<file path="src/riag_cfg.svh">
// offsets, field positions, reset values and timing counts of the indirect access gate
`ifndef RIAG_CFG_SVH
`define RIAG_CFG_SVH
`define RIAG_ADR_OFFSET 8'hAC
`define RIAG_DAT_OFFSET 8'hAD
`define RIAG_KEY_OFFSET 8'hAE
`define RIAG_ADR_RESET 8'h00
`define RIAG_BUSY_BIT 7
`define RIAG_AUTO_READ_ENABLE_BIT 6
`define RIAG_UNUSED_BIT 5
`define RIAG_FAST_BIT 4
`define RIAG_KEY_FIRST 8'hA5
`define RIAG_KEY_SECOND 8'hF1
`define RIAG_ST_LOCKED 8'h00
`define RIAG_ST_FIRST 8'h01
`define RIAG_ST_UNLOCKED 8'h02
`define RIAG_ST_DISABLED 8'h03
`define RIAG_CYC_NORMAL 3'h7
`define RIAG_CYC_FAST 3'h6
`define RIAG_SNAP_LAST 4'h3
`define RIAG_WAKE_FIRST 4'h8
`define RIAG_WAKE_LAST 4'hB
`endif

</file>
<file path="src/riag_pkg.sv">
// types of the indirect access gate
package riag_pkg;
	typedef enum logic [1:0] {
		RIAG_LOCKED,
		RIAG_FIRST_KEY,
		RIAG_UNLOCKED,
		RIAG_DISABLED
	} riag_lock_t;

	typedef struct packed {
		logic wr;
		logic rd;
		logic [7:0] addr;
		logic [7:0] wdata;
	} riag_sfr_req_t;

	typedef struct packed {
		logic wr;
		logic rd;
		logic [3:0] addr;
		logic [7:0] wdata;
	} riag_int_req_t;
endpackage

</file>
<file path="src/riag_gate.sv">
// lock/key gate and indirect address control in front of the clock's internal registers
`timescale 1ns/1ps
`include "riag_cfg.svh"
module riag_gate (
	input wire logic CLK,
	input wire logic RST_N,
	input riag_pkg::riag_sfr_req_t SFR_REQ,
	output logic [7:0] SFR_RDATA,
	output riag_pkg::riag_int_req_t INT_REQ,
	input wire logic [7:0] INT_RDATA,
	output logic [7:0] DATA_Q
);
	import riag_pkg::*;

	riag_lock_t lock_q;
	logic key_first_ok;
	logic key_second_ok;

	logic busy_q;
	logic auto_q;
	logic fast_q;
	logic [3:0] index_q;
	logic [2:0] cnt_q;
	logic xfer_rd_q;
	logic [7:0] data_q;

	logic unlocked;
	logic key_wr;
	logic adr_wr;
	logic dat_wr;
	logic dat_rd;
	logic cfg_take;
	logic index_take;
	logic busy_kick;
	logic auto_kick;
	logic access_try;

	logic start_rd;
	logic start_wr;
	logic start_any;
	logic fast_now;
	logic done;
	logic strobe_rd;
	logic strobe_wr;
	logic [7:0] lock_code;
	logic [7:0] adr_image;

	// register select of the processor bus; reads and writes share the decode
	function automatic logic reg_hit(
		input logic [7:0] addr,
		input logic [7:0] offset
	);
		reg_hit = addr == offset;
	endfunction

	// capture bytes sit at the bottom of the internal map
	function automatic logic in_snapshot(input logic [3:0] idx);
		in_snapshot = idx <= `RIAG_SNAP_LAST;
	endfunction

	function automatic logic in_wake(input logic [3:0] idx);
		in_wake = (idx >= `RIAG_WAKE_FIRST) && (idx <= `RIAG_WAKE_LAST);
	endfunction

	// capture and compare bytes step the index so four-byte values stream
	function automatic logic auto_inc(input logic [3:0] idx);
		auto_inc = in_snapshot(idx) || in_wake(idx);
	endfunction

	// the index wraps within four bits, as the select field has no carry out
	function automatic logic [3:0] idx_step(input logic [3:0] idx);
		logic [4:0] wide;
		wide = {1'b0, idx} + 5'h01;
		idx_step = wide[3:0];
	endfunction

	// the normal strobe is the reset choice; the short one saves a cycle per byte
	function automatic logic [2:0] strobe_cycles(input logic fast);
		logic [2:0] n;
		if (fast) begin
			n = `RIAG_CYC_FAST;
		end else begin
			n = `RIAG_CYC_NORMAL;
		end
		strobe_cycles = n;
	endfunction

	function automatic logic [7:0] state_code(input riag_lock_t st);
		logic [7:0] code;
		case (st)
			RIAG_LOCKED: begin
				code = `RIAG_ST_LOCKED;
			end
			RIAG_FIRST_KEY: begin
				code = `RIAG_ST_FIRST;
			end
			RIAG_UNLOCKED: begin
				code = `RIAG_ST_UNLOCKED;
			end
			default: begin
				code = `RIAG_ST_DISABLED;
			end
		endcase
		state_code = code;
	endfunction

	// bit 5 has no storage behind it, so it reads back as zero
	function automatic logic [7:0] adr_pack(
		input logic busy,
		input logic auto_rd,
		input logic fast,
		input logic [3:0] idx
	);
		logic [7:0] v;
		v = 8'h00;
		v[`RIAG_BUSY_BIT] = busy;
		v[`RIAG_AUTO_READ_ENABLE_BIT] = auto_rd;
		v[`RIAG_UNUSED_BIT] = 1'b0;
		v[`RIAG_FAST_BIT] = fast;
		v[3:0] = idx;
		adr_pack = v;
	endfunction

	assign unlocked = lock_q == RIAG_UNLOCKED;
	assign key_wr = SFR_REQ.wr && reg_hit(SFR_REQ.addr, `RIAG_KEY_OFFSET);
	assign adr_wr = SFR_REQ.wr && reg_hit(SFR_REQ.addr, `RIAG_ADR_OFFSET);
	assign dat_wr = SFR_REQ.wr && reg_hit(SFR_REQ.addr, `RIAG_DAT_OFFSET);
	assign dat_rd = SFR_REQ.rd && reg_hit(SFR_REQ.addr, `RIAG_DAT_OFFSET);
	assign key_first_ok = key_wr && (SFR_REQ.wdata == `RIAG_KEY_FIRST);
	assign key_second_ok = key_wr && (SFR_REQ.wdata == `RIAG_KEY_SECOND);
	assign busy_kick = adr_wr && SFR_REQ.wdata[`RIAG_BUSY_BIT];
	assign auto_kick = dat_rd && auto_q;

	// address writes are taken only while unlocked; the select also waits for idle
	assign cfg_take = adr_wr && unlocked;
	assign index_take = cfg_take && !busy_q;

	// a locked-side access counts only as an indirect transfer attempt
	assign access_try = busy_kick || dat_wr || auto_kick;

	// new transfers are refused while one is running; software polls busy
	assign start_rd = unlocked && !busy_q && (busy_kick || auto_kick);
	assign start_wr = unlocked && !busy_q && dat_wr;
	assign start_any = start_rd || start_wr;

	// the strobe length written together with a start applies to that transfer
	assign fast_now = adr_wr ? SFR_REQ.wdata[`RIAG_FAST_BIT] : fast_q;
	assign done = busy_q && (cnt_q == 3'h1);
	assign strobe_rd = done && xfer_rd_q;
	assign strobe_wr = done && !xfer_rd_q;

	always_ff @(posedge CLK or negedge RST_N) begin
		if (!RST_N) begin
			lock_q <= RIAG_LOCKED;
		end else begin
			case (lock_q)
				RIAG_LOCKED: begin
					if (key_first_ok) begin
						lock_q <= RIAG_FIRST_KEY;
					end else if (key_wr || access_try) begin
						lock_q <= RIAG_DISABLED;
					end
				end
				RIAG_FIRST_KEY: begin
					if (key_second_ok) begin
						lock_q <= RIAG_UNLOCKED;
					end else if (key_wr || access_try) begin
						lock_q <= RIAG_DISABLED;
					end
				end
				RIAG_UNLOCKED: begin
					if (key_wr) begin
						lock_q <= RIAG_LOCKED;
					end
				end
				RIAG_DISABLED: begin
					lock_q <= RIAG_DISABLED;
				end
				default: begin
					lock_q <= RIAG_DISABLED;
				end
			endcase
		end
	end

	// the mode bits change only on an address write taken while unlocked
	always_ff @(posedge CLK or negedge RST_N) begin
		if (!RST_N) begin
			auto_q <= 1'b0;
		end else if (cfg_take) begin
			auto_q <= SFR_REQ.wdata[`RIAG_AUTO_READ_ENABLE_BIT];
		end
	end

	always_ff @(posedge CLK or negedge RST_N) begin
		if (!RST_N) begin
			fast_q <= 1'b0;
		end else if (cfg_take) begin
			fast_q <= SFR_REQ.wdata[`RIAG_FAST_BIT];
		end
	end

	// index write on the same cycle as a read start selects the target first
	always_ff @(posedge CLK or negedge RST_N) begin
		if (!RST_N) begin
			index_q <= 4'h0;
		end else if (index_take) begin
			index_q <= SFR_REQ.wdata[3:0];
		end else if (done && auto_inc(index_q)) begin
			index_q <= idx_step(index_q);
		end
	end

	// busy covers every cycle of the transfer, the strobe cycle included
	always_ff @(posedge CLK or negedge RST_N) begin
		if (!RST_N) begin
			busy_q <= 1'b0;
		end else if (start_any) begin
			busy_q <= 1'b1;
		end else if (done) begin
			busy_q <= 1'b0;
		end
	end

	// counter runs down to zero; the strobe fires on the cycle at which it holds one
	always_ff @(posedge CLK or negedge RST_N) begin
		if (!RST_N) begin
			cnt_q <= 3'h0;
		end else if (start_any) begin
			cnt_q <= strobe_cycles(fast_now);
		end else if (busy_q) begin
			cnt_q <= cnt_q - 3'h1;
		end
	end

	// direction is latched at the start so a later bus cycle cannot flip it
	always_ff @(posedge CLK or negedge RST_N) begin
		if (!RST_N) begin
			xfer_rd_q <= 1'b0;
		end else if (start_any) begin
			xfer_rd_q <= start_rd;
		end
	end

	// write data stays visible until the next transfer replaces it
	always_ff @(posedge CLK or negedge RST_N) begin
		if (!RST_N) begin
			data_q <= 8'h00;
		end else if (start_wr) begin
			data_q <= SFR_REQ.wdata;
		end else if (strobe_rd) begin
			data_q <= INT_RDATA;
		end
	end

	// internal strobe on the last transfer cycle, when the index is still the target
	always_comb begin
		INT_REQ = '0;
		INT_REQ.wr = strobe_wr;
		INT_REQ.rd = strobe_rd;
		INT_REQ.addr = index_q;
		INT_REQ.wdata = data_q;
	end

	always_comb begin
		lock_code = state_code(lock_q);
	end

	always_comb begin
		adr_image = adr_pack(busy_q, auto_q, fast_q, index_q);
	end

	// key reads have no side effect, so key polling never disturbs the sequence; a data read with autoread set starts a read while unlocked and idle
	always_comb begin
		case (SFR_REQ.addr)
			`RIAG_KEY_OFFSET: begin
				SFR_RDATA = lock_code;
			end
			`RIAG_ADR_OFFSET: begin
				SFR_RDATA = adr_image;
			end
			`RIAG_DAT_OFFSET: begin
				SFR_RDATA = data_q;
			end
			default: begin
				SFR_RDATA = 8'h00;
			end
		endcase
	end

	assign DATA_Q = data_q;
endmodule

</file>
<file path="config.mk">
export PLATFORM = sky130hd
export DESIGN_NAME = riag_gate
export DESIGN_NICKNAME = d
export VERILOG_FILES = /design/src/riag_pkg.sv /design/src/riag_gate.sv
export VERILOG_INCLUDE_DIRS = /design/src
export SDC_FILE = /design/constraint.sdc
export NUM_CORES = 1
export LEC_CHECK = 0
export BUFFER_PORTS_ARGS = -buffer_cell sky130_fd_sc_hd__buf_4
export CAP_MARGIN = 0
export CORE_MARGIN = 8
export CORE_UTILIZATION = 50
export DETAILED_ROUTE_END_ITERATION = 7
export PLACE_DENSITY = 0.83
export SYNTH_ARGS = -nofsm -noshare
export SYNTH_HDL_FRONTEND = slang
export SYNTH_SLANG_ARGS = --single-unit
</file>
<file path="constraint.sdc">
create_clock -name CLK -period 5.5 [get_ports CLK]
set_input_delay 1.1 -clock CLK [delete_from_list [all_inputs] [get_ports CLK]]
set_output_delay 1.1 -clock CLK [all_outputs]
set_load 0.02 [all_outputs]
</file>
# ---- Yosys cells after proc, flatten, opt, wreduce, memory -nomap -nowiden
# Index checks and enable logic that the tools add are counted.
dict set report op_classes {
  addsub 2
  n_lt_le_gt_ge 3
  n_eq_ne 10
  mux 17
  n_reduce_logical 31
}
# operator n
set ops {}
lappend ops {{8-bit == test (second input constant)} 5}
lappend ops {{8-bit one-hot mux with 3 select lines} 1}
lappend ops {{1-bit logical AND} 18}
lappend ops {{8-bit 2-to-1 mux} 2}
lappend ops {{2-bit 2-to-1 mux} 4}
lappend ops {{4-bit 2-to-1 mux} 2}
lappend ops {{2-bit one-hot mux with 4 select lines} 1}
lappend ops {{2-bit nonzero test} 4}
lappend ops {{1-bit logical OR} 6}
lappend ops {{3-bit 2-to-1 mux} 2}
lappend ops {{2-bit one-hot mux with 3 select lines} 1}
lappend ops {{4-bit by 1-bit adder with 4-bit output (second input constant)} 1}
lappend ops {{2-bit == test (second input constant)} 2}
lappend ops {{4-bit >= comparator (second input constant)} 1}
lappend ops {{4-bit by 2-bit <= comparator with 1-bit output (second input constant)} 1}
lappend ops {{4-bit <= comparator (second input constant)} 1}
lappend ops {{1-bit 2-to-1 mux} 4}
lappend ops {{3-bit by 1-bit == test with 1-bit output (second input constant)} 1}
lappend ops {{3-bit by 1-bit subtractor with 3-bit output (second input constant)} 1}
lappend ops {{2-bit by 1-bit == test with 1-bit output (second input constant)} 1}
lappend ops {{1-bit zero test} 2}
lappend ops {{2-bit zero test} 1}
lappend ops {{2-bit by 1-bit != test with 1-bit output (second input constant)} 1}
dict set report totals {
  reg_bits 21
  inputBits 28
  out_inout_bits 30
  wordCells 71
}

# ---- Depth between registers and ports, before layout
# Gate-level depths: netlist of the first run.
dict set report logic_depth {
  word_depth 9
  ltp_mapped 7
  ltp_nobuf 7
}

# ---- Worst setup path before layout of the first run
# OpenSTA, ideal clock, no wires.
dict set report synth_path {
  path_kind {input-to-output}
  from {in SFR_REQ[12] (netlist name)}
  to {out SFR_RDATA[0]}
  arrival_time_ns 1.864
  required_ns 4.400
  path_slack_ns 2.536
  cell_stages 3
  path_cell_list {and4b_1 nand3b_2 nor2_1}
}
dict set report synth_between {
  elab_chain_cells 2
  word_cells_on_any_way 4
}
# item line_no
set synth_rtl {}
lappend synth_rtl {{start: declaration} riag_gate.sv:7} ;# input riag_pkg::riag_sfr_req_t SFR_REQ,
lappend synth_rtl {{8-bit == test} riag_gate.sv:275} ;# case (SFR_REQ.addr)
lappend synth_rtl {{8-bit one-hot mux with 3 select lines (*)} riag_gate.sv:275}
lappend synth_rtl {{end: declaration} riag_gate.sv:8} ;# output logic [7:0] SFR_RDATA,
# Every way passes the cells marked *; elsewhere a longest branch is shown, timed or not.

# ---- Worst setup path in the final report of the first run
dict set report layout_path {
  from {in SFR_REQ[12] (netlist name)}
  to {out SFR_RDATA[4]}
}
# Same word-level chain as after synthesis.

==> results of run 1 <==
where the power goes:
part / internal (mW) / total [mW] / leakage [nW] / switching, mW
sequential: 0.183 / 0.213 / 0.257 / 0.0306
combinational: 0.0908 / 0.183 / 0.663 / 0.0925
clock: 0.0271 / 0.0740 / 0.0177 / 0.0469
sequential cells by signal, indices dropped and copies added (netlist names):
register / count
DATA_Q: 8
index_q: 4
cnt_q: 3
lock_q: 2
auto_q: 1
busy_q: 1
fast_q: 1
xfer_rd_q: 1
path summary, 6_finish.rpt:
path | startpoint | end | slack (ns) | depth (start not counted)
max | SFR_REQ[12] | SFR_RDATA[4] | 2.39 | 5
min | cnt_q[0]$_DFFE_PN0P_ | cnt_q[0]$_DFFE_PN0P_ | 0.53 | 1
max reg2reg | cnt_q[1]$_DFFE_PN0P_ | DATA_Q[6]$_DFFE_PN0P_ | 3.52 | 7
min reg2reg | cnt_q[0]$_DFFE_PN0P_ | cnt_q[0]$_DFFE_PN0P_ | 0.53 | 1
max in group asynchronous | RST_N | cnt_q[1]$_DFFE_PN0P_ | 4.62 | 1
min in group asynchronous | RST_N | DATA_Q[3]$_DFFE_PN0P_ | 0.66 | 1
cells in the mapped netlist, types with 2 or more instances:
library cell | instances | area (µm²)
nand2_1 | 3 | 11.3
a22oi_1 | 2 | 15.0
a22o_1 | 8 | 70.1
nor2_1 | 25 | 93.8
mux2i_1 | 11 | 110
buf_4 | 10 | 75.1
a21o_1 | 9 | 67.6
nor3_1 | 2 | 10.0
nand2b_1 | 2 | 12.5
mux2_2 | 2 | 22.5
or3_1 | 3 | 18.8
or2_2 | 3 | 18.8
dfrtp_1 | 21 | 526
ha_1 | 3 | 37.5
buf_2 | 2 | 10.0
a21oi_1 | 7 | 35.0
xnor2_1 | 2 | 17.5
nand4_1 | 2 | 12.5
inv_1 | 5 | 18.8
through the flow:
stage / setup WS [ns] / power (mW) / cell area [µm²]
6_report: 2.39 / 0.470 / 1750
5_1_grt: 2.32 / 0.498 / 1750
4_1_cts: 2.39 / 0.474 / 1750
3_5_place_dp: 2.39 / 0.402 / 1720
3_3_place_gp: 2.41 / 0.394 / 1720
2_1_floorplan: 2.54 / 0.334 / 1350
kinds of logic (layout without fill, tap and decap cells):
family / count (synthesis) / in the layout / synth area share
adder cells (fa/ha/maj): 3 / 3 / 0.0279
XOR/XNOR: 2 / 2 / 0.0130
AO/OA/AOI/OAI: 33 / 33 / 0.178
flip-flops: 21 / 21 / 0.390
buffers and inverters: 19 / 67 / 0.0892
multiplexers: 14 / 14 / 0.110
AND/OR/NAND/NOR: 49 / 49 / 0.191
cell type report:
| cell class | instances | area share |
|---|---|---|
| repair buffers | 58 | 0.249 |
| well taps | 31 | 0.0222 |
| multi-input cells | 101 | 0.401 |
| flip-flops and latches | 21 | 0.301 |
| clock buffers | 3 | 0.0129 |
| inverters | 5 | 0.0107 |
| clock inverters | 1 | 0.00287 |
cell usage in the layout (no fill, tap or decap), types with 2 or more instances in the layout:
cell      instances
nor2_1           25
clkbuf_4          3
inv_1             5
a22oi_1           2
nand2_1           3
a21o_1            9
or3_1             3
or2_2             3
mux2i_1          11
nand4_1           2
a21oi_1           7
buf_4            58
nor3_1            2
a22o_1            8
ha_1              3
nand2b_1          2
xnor2_1           2
mux2_2            2
dfrtp_1          21
metal layers:
layer	global-route usage	vias up
met5	0	-
met4	0.0486	0
met3	0.0245	4
met2	0.285	44
met1	0.174	586
li1	-	591
worst max-delay path, stage by stage:
cell and delay, ns:
buf_4 0.11, and4b_1 0.31, nand3_2 0.19, nor2_1 0.15
buf_4 0.15
==> out/qor.csv, run 1 <==
stage,metric,value,unit
timing,worstMarginPinSlew,0.566,ns
yosys,ys_types,38,
yosys,yosys_warnings,0,
critical_path,critPathRequiredTime,4.40,ns
global_routing,grt.total_usage,0.153,
timing,finalSetupViolCount,0,
clock_network,cts_buffers,3,
placed_design,port_buffers,57,
clock_network,cts-root-buf,clkbuf_4,
yosys,async_reset_ff_frac,1.00,
run_status,status,"finished, final reports clean",
floorplan,die_w,67.9,µm
clock_network,hold_buffers,0,
yosys,synth_nets,172,
detailed_routing,drt_iter0_markers,46,
timing,relSlewSlack,0.621,
timing,hold_violations,0,
clock_network,cts_num_sinks,21,
timing,rsz0062_at_grt,false,
detailed_routing,dr_wl_met3,331,µm
placed_design,finalWeightedCongestion,0.888,
timing,setup_tns,0,ns
critical_path,critPathKind,input pin to primary output,
detailed_routing,vias,1225,
critical_path,critPathLaunchType,input pin,
placed_design,dp_hpwl,2.95,mm
floorplan,chipHeight,67.9,µm
timing,finalCritPeriodShare,0.565,
yosys,synth_seq_cells,21,
clock_network,cts_resized,0,
layout,layout.cells.non_filler,220,
floorplan,coreArea,0.00266,mm²
flow_run,max-cap-violations,0,
timing,max_freq,0.322,GHz
pwr,vdd_drop_max,0.000166,V
worst_hold_path,worst_hold_path_type,flip-flop to flip-flop,
layout,final-seq-area,526,µm²
critical_path,cp_data_arrival_time,2.01,ns
detailed_routing,m1WireLength,1.37,mm
detailed_routing,dr_wl_met2,1.90,mm
layout,drive_above_1_share,0.392,
clock_network,clk_pin_slew,0.12,ns
detailed_routing,vias_per_cell,5.57,
yosys,synthFlopType,dfrtp_1,
yosys,mappedNetlistArea,0.00135,mm²
layout,post-route-util,0.656,
timing,fin_skew,0.00313,ns
layout,nets,221,
detailed_routing,finalWirelength,3.65,mm
timing,whs,0.531,ns
detailed_routing,ant_nets,0,
layout,multi_input_area,701,µm²
placed_design,dp_cells,216,
floorplan,core.rowCount,19,
clock_network,clockBufferDepth,2,
detailed_routing,wire_per_inst,16.6,µm
floorplan,start_util,0.506,
critical_path,crit_fanout,7,
detailed_routing,drc,0,
layout,diodes,0,
clock_network,cts_tree,done,
critical_path,crit_path_end_kind,primary output,
global_routing,antenna_found_initial,0,
clock_network,clk_latency,0.30,ns
layout,syn2layout_area_growth,29.7,%
timing,finalCriticalPeriod,3.11,ns
global_routing,grt_first_pass_wirelength,5.50,mm
yosys,syn_area_per_cell,9.55,µm²
floorplan,dieArea,0.00461,mm²
global_routing,grt_pass1_vias,1224,
layout,nFillCells,214,
detailed_routing,routed.top_layer,met4,
yosys,yosysSeqAreaShare,0.390,
clock_network,post_cts_buffers,0,
global_routing,grt_max_degree,22,
detailed_routing,dr.pass1.iters,4,
pwr,cellLeakagePower,0.937,nW
yosys,synth_edf_count,0,
floorplan,io_pins,58,
global_routing,grt-ovfl-total,0,
clock_network,htreeDepth,1,
yosys,netlist_instances,141,
timing,final_max_slew_viol_count,0,
pwr,powerDensity,269,mW/mm²
Power figures use the tool's default switching activity.
==> run 2: changes to the inputs <==
- CORE_UTILIZATION: 50 -> 47
- PLACE_DENSITY: 0.83 -> 0.79
- clock period: 5.5 -> 3.05 ns (I/O delays scaled with it)
==> out/qor.csv, run 2 (synthesized netlist as in run 1, its figures left out) <==
stage,metric,value,unit,change
run_status,status,"finished, final reports clean",,
pwr,powerDensity,485,mW/mm²,+80%
floorplan,dieArea,0.00483,mm²,+4.9%
clock_network,clk_pin_slew,0.13,ns,about the same
clock_network,cts_tree,done,,
layout,final-seq-area,526,µm²,unchanged
global_routing,grt.total_usage,0.157,,+0.00350
detailed_routing,dr.pass1.iters,4,,unchanged
floorplan,coreArea,0.00273,mm²,+2.7%
detailed_routing,vias_per_cell,5.73,,+2.9%
floorplan,io_pins,58,,unchanged
flow_run,max-cap-violations,0,,unchanged
clock_network,post_cts_buffers,0,,unchanged
timing,max_freq,0.447,GHz,
layout,final_cell_mix,"buf_4 (59), nor2_1 (25), dfrtp_1 (21)",,
global_routing,grt_first_pass_wirelength,6.41,mm,+17%
layout,layout.cells.non_filler,221,,+0.45%
critical_path,reg2reg_to,index_q[3]$_DFFE_PN0P_,,
timing,finalSetupViolCount,0,,unchanged
critical_path,crit_path_end_kind,primary output,,
layout,diodes,0,,unchanged
critical_path,r2r_start,lock_q[0]$_DFFE_PN0P_,,
placed_design,port_buffers,57,,unchanged
detailed_routing,drt_iter0_markers,71,,+54%
floorplan,chipHeight,69.5,µm,+2.4%
clock_network,cts-root-buf,clkbuf_4,,
layout,syn2layout_area_growth,30.3,%,
placed_design,dp_hpwl,3.14,mm,+6.4%
layout,drive_above_1_share,0.395,,+0.00320
layout,largest_reg_flops,8,,unchanged
global_routing,grt_max_degree,22,,unchanged
timing,finalCriticalPeriod,2.24,ns,
pwr,vdd_drop_max,0.000387,V,+130%
timing,setup_tns,0,ns,unchanged
clock_network,htreeDepth,1,,unchanged
global_routing,grt_pass1_vias,1333,,+8.9%
placed_design,finalWeightedCongestion,0.871,,-1.9%
floorplan,core.rowCount,19,,unchanged
timing,final_max_slew_viol_count,0,,unchanged
layout,nFillCells,235,,+9.8%
timing,hold_violations,0,,unchanged
timing,whs,0.169,ns,-0.362 ns
placed_design,dp_cells,217,,+0.46%
critical_path,r2r_cells,4,,-3
critical_path,critPathRequiredTime,2.44,ns,-1.96 ns
critical_path,critPathLaunchType,flip-flop,,
global_routing,antenna_found_initial,0,,unchanged
global_routing,grt-ovfl-total,0,,unchanged
critical_path,crit_fanout,4,,-3
critical_path,critPathKind,flip-flop to primary output,,
layout,layout_commonest_cell,buf_4,,
layout,multi_input_area,701,µm²,unchanged
detailed_routing,vias,1266,,+3.3%
detailed_routing,drc,0,,unchanged
floorplan,start_util,0.492,,-0.0132
timing,fin_skew,0.00949,ns,+0.00636 ns
clock_network,hold_buffers,0,,unchanged
clock_network,clk_latency,0.30,ns,about the same
pwr,cellLeakagePower,0.942,nW,+0.58%
layout,nets,222,,+0.45%
timing,worstMarginPinSlew,0.544,ns,-0.0221 ns
timing,relSlewSlack,0.636,,+0.0148
timing,rsz0062_at_grt,false,,
critical_path,r2r_setup_slack,1.13,ns,-2.39 ns
clock_network,cts_resized,0,,unchanged
detailed_routing,finalWirelength,3.89,mm,+6.6%
detailed_routing,wire_per_inst,17.6,µm,+6.1%
floorplan,die_w,69.5,µm,+2.4%
clock_network,cts_num_sinks,21,,unchanged
timing,finalCritPeriodShare,0.734,,
detailed_routing,ant_nets,0,,unchanged
clock_network,clockBufferDepth,2,,unchanged
clock_network,cts_buffers,3,,unchanged
worst_hold_path,worst_hold_path_type,input pin to asynchronous set/reset pin,,
critical_path,cp_data_arrival_time,1.63,ns,-0.38 ns
-- run 2: changes by cell type in the layout (fill, tap and decap cells not counted) --
cell   delta
buf_4     +1
-- run 2: per-layer routing --
| layer | up-vias | track usage | wire, µm |
|---|---|---|---|
| li1 | 593 | - | - |
| met1 | 583 | 0.178 | 1470 |
| met2 | 76 | 0.272 | 1960 |
| met3 | 14 | 0.0415 | 372 |
| met4 | 0 | 0.0592 | 93 |
| met5 | - | 0 | 0 |
-- run 2: area by class of cell --
class                   instances  share of cell area
inverters                       5              0.0107
clock inverters                 1             0.00285
flip-flops and latches         21               0.300
repair buffers                 59               0.252
well taps                      31              0.0221
multi-input cells             101               0.399
clock buffers                   3              0.0128
-- run 2: power breakdown --
| part | internal (mW) | switching [mW] | total [mW] |
|---|---|---|---|
| clock | 0.0489 | 0.0871 | 0.136 |
| sequential | 0.329 | 0.0570 | 0.386 |
| combinational | 0.164 | 0.166 | 0.329 |
| total | 0.542 | 0.310 | 0.851 |
-- run 2: metrics by stage --
stage / setup WS [ns] / power, mW / util / instance area [µm²]
CTS: 0.788 / 0.864 / 0.642 / 1750
global placement: 0.907 / 0.714 / 0.632 / 1730
floorplan: 1.07 / 0.602 / - / 1350
detailed placement: 0.866 / 0.726 / 0.632 / 1730
global route: 0.686 / 0.903 / 0.642 / 1750
finish: 0.811 / 0.851 / 0.642 / 1750
-- run 2: how the worst max path moves through the flow --
stage | slack (ns) | endpoint | startpoint | cells past startpoint
final | 0.81 | INT_REQ[12] | cnt_q[1]$_DFFE_PN0P_ | 6
after global routing | 0.69 | INT_REQ[12] | busy_q$_DFFE_PN0P_ | 4
after CTS | 0.79 | INT_REQ[12] | busy_q$_DFFE_PN0P_ | 4
after detailed placement | 0.87 | index_q[3]$_DFFE_PN0P_ | SFR_REQ[12] | 5
after floorplan | 1.07 | SFR_RDATA[0] | SFR_REQ[12] | 3
after global placement | 0.91 | index_q[3]$_DFFE_PN0P_ | SFR_REQ[12] | 5
-- run 2: worst max-delay path, stage by stage (launching register included) --
cell and delay [ns]:
dfrtp_1 0.40, inv_1 0.08, ha_1 0.14, nand2_1 0.06
or2_2 0.33, nor2_2 0.15, buf_4 0.17
==> run 3: changes to the inputs <==
- clock period: 3.05 -> 2.1 ns (I/O delays scaled with it)
==> out/qor.csv, run 3 (synthesized netlist as in run 1, its figures left out) <==
stage,metric,value,unit,change
run_status,status,"finished, final reports clean",,
pwr,powerDensity,695,mW/mm²,+43%
timing,worstMarginPinSlew,0.554,ns,+0.0105 ns
clock_network,clockBufferDepth,2,,unchanged
timing,relSlewSlack,0.629,,-0.00701
critical_path,critPathMaxStageDelay,0.39,ns,about the same
floorplan,io_pins,58,,unchanged
detailed_routing,vias_per_cell,5.75,,+0.39%
timing,finalCriticalPeriod,1.97,ns,
clock_network,cts_num_sinks,21,,unchanged
detailed_routing,ant_nets,0,,unchanged
floorplan,dieArea,0.00483,mm²,unchanged
critical_path,crit_family,simple AND/OR/NAND/NOR gates,,
layout,layout_commonest_cell,buf_4,,
clock_network,cts_tree,done,,
global_routing,grt_max_degree,22,,unchanged
timing,finalCritPeriodShare,0.940,,
pwr,switchingPower,456,µW,+47%
flow_run,max-cap-violations,0,,unchanged
layout,nets,226,,+1.8%
floorplan,chipHeight,69.5,µm,unchanged
detailed_routing,vias,1294,,+2.2%
layout,drive_above_1_share,0.407,,+0.0125
pwr,vdd_drop_max,0.000594,V,+53%
critical_path,crit_path_end_kind,primary output,,
timing,setup_tns,0,ns,unchanged
clock_network,cts-root-buf,clkbuf_4,,
floorplan,coreArea,0.00273,mm²,unchanged
critical_path,path_cells,"inv_1, ha_1, nand2_1, or2_4, nor2_4, buf_4",,
timing,whs,0.346,ns,+0.176 ns
timing,hold_violations,0,,unchanged
global_routing,grt-ovfl-total,0,,unchanged
layout,post-route-util,0.657,,+0.0151
placed_design,dp_hpwl,3.06,mm,-2.6%
detailed_routing,finalWirelength,3.83,mm,-1.7%
critical_path,cp_slowest_cell,dfrtp_1,,
clock_network,clk_pin_slew,0.12,ns,about the same
critical_path,cp_data_arrival_time,1.55,ns,-0.08 ns
critical_path,crit_buf_inv,2,,unchanged
pwr,p_total,1.25,mW,+47%
placed_design,port_buffers,57,,unchanged
pwr,p_comb_frac,0.389,,+0.002
pwr,cellLeakagePower,0.960,nW,+1.9%
timing,final_max_slew_viol_count,0,,unchanged
worst_hold_path,worst_hold_path_type,input pin to flip-flop,,
global_routing,grt.total_usage,0.160,,+0.00314
global_routing,grt_first_pass_wirelength,6.40,mm,-0.22%
critical_path,critPathRequiredTime,1.68,ns,-0.76 ns
critical_path,crit_fanout,4,,unchanged
layout,diodes,0,,unchanged
pwr,pwr-share-seq,0.448,,-0.006
timing,finalSetupViolCount,0,,unchanged
pwr,intPower,793,µW,+46%
layout,final_cell_mix,"buf_4 (62), nor2_1 (25), dfrtp_1 (20)",,
timing,max_freq,0.506,GHz,
critical_path,critPathLaunchType,flip-flop,,
floorplan,start_util,0.492,,unchanged
detailed_routing,drt_iter0_markers,67,,-5.6%
placed_design,finalWeightedCongestion,0.856,,-1.8%
detailed_routing,dr.pass1.iters,4,,unchanged
layout,largest_reg_flops,8,,unchanged
timing,fin_skew,0.00725,ns,-0.00224 ns
detailed_routing,drc,0,,unchanged
layout,syn2layout_area_growth,33.4,%,
clock_network,cts_buffers,3,,unchanged
pwr,switching_share,0.365,,+0.00119
clock_network,htreeDepth,1,,unchanged
timing,rsz0062_at_grt,false,,
detailed_routing,wire_per_inst,17.0,µm,-3.5%
global_routing,grt_pass1_vias,1332,,-0.075%
global_routing,antenna_found_initial,0,,unchanged
clock_network,clk_latency,0.32,ns,+0.02 ns
pwr,pwr-share-clk,0.163,,+0.003
floorplan,core.rowCount,19,,unchanged
floorplan,die_w,69.5,µm,unchanged
critical_path,critPathKind,flip-flop to primary output,,
[run 3: timing repair]
| item | in CTS | in global routing |
|---|---|---|
| hold buffers | 1 | 0 |
| setup buffers | 1 | 0 |
| pin swaps | 1 | 0 |
| endpoints found under the hold margin | 21 | 0 |
| resized for setup | 2 | 1 |
| setup endpoints to repair | 1 | 2 |
[run 3: stage by stage]
step	setup WS, ns	cells	cell area, µm²
2_1_floorplan	0.307	141	1350
3_3_place_gp	0.151	219	1740
3_5_place_dp	0.117	219	1740
4_1_cts	0.0335	225	1790
5_1_grt	0.0533	225	1800
6_report	0.125	225	1800
[run 3: final timing paths]
path / start / endpoint / slack (ns) / depth (start not counted)
min in group asynchronous: RST_N / DATA_Q[3]$_DFFE_PN0P_ / 0.51 / 2
max reg2reg: lock_q[0]$_DFFE_PN0P_ / index_q[3]$_DFFE_PN0P_ / 0.21 / 4
max: cnt_q[1]$_DFFE_PN0P_ / INT_REQ[12] / 0.13 / 6
max in group asynchronous: RST_N / busy_q$_DFFE_PN0P_ / 1.36 / 2
min reg2reg: cnt_q[0]$_DFFE_PN0P_ / cnt_q[0]$_DFFE_PN0P_ / 0.52 / 1
min: SFR_REQ[3] / index_q[3]$_DFFE_PN0P_ / 0.35 / 2
[run 3: layout make-up]
class                   instances  area (µm²)
repair buffers                 63         475
clock inverters                 1        5.00
fillers                       212         938
well taps                      31        38.8
inverters                       5        18.8
clock buffers                   3        22.5
flip-flops and latches         21         527
multi-input cells             101         708
[run 3: layer usage]
| layer | part of all wire | routed length [µm] | vias to the layer above | GRT usage |
|---|---|---|---|---|
| met1 | 0.40 | 1530 | 621 | 0.172 |
| li1 | - | - | 601 | - |
| met2 | 0.50 | 1920 | 62 | 0.276 |
| met5 | 0 | 0 | - | 0 |
| met3 | 0.077 | 296 | 10 | 0.0501 |
| met4 | 0.021 | 81 | 0 | 0.0774 |
[run 3: power by group through the flow]
stage | Clock (mW) | Sequential (mW) | Combinational (mW)
3_3_place_gp | 0 | 0.562 | 0.476
6_report | 0.203 | 0.560 | 0.486
3_5_place_dp | 0 | 0.568 | 0.488
5_1_grt | 0.227 | 0.572 | 0.530
4_1_cts | 0.211 | 0.560 | 0.494
2_1_floorplan | 0 | 0.595 | 0.280
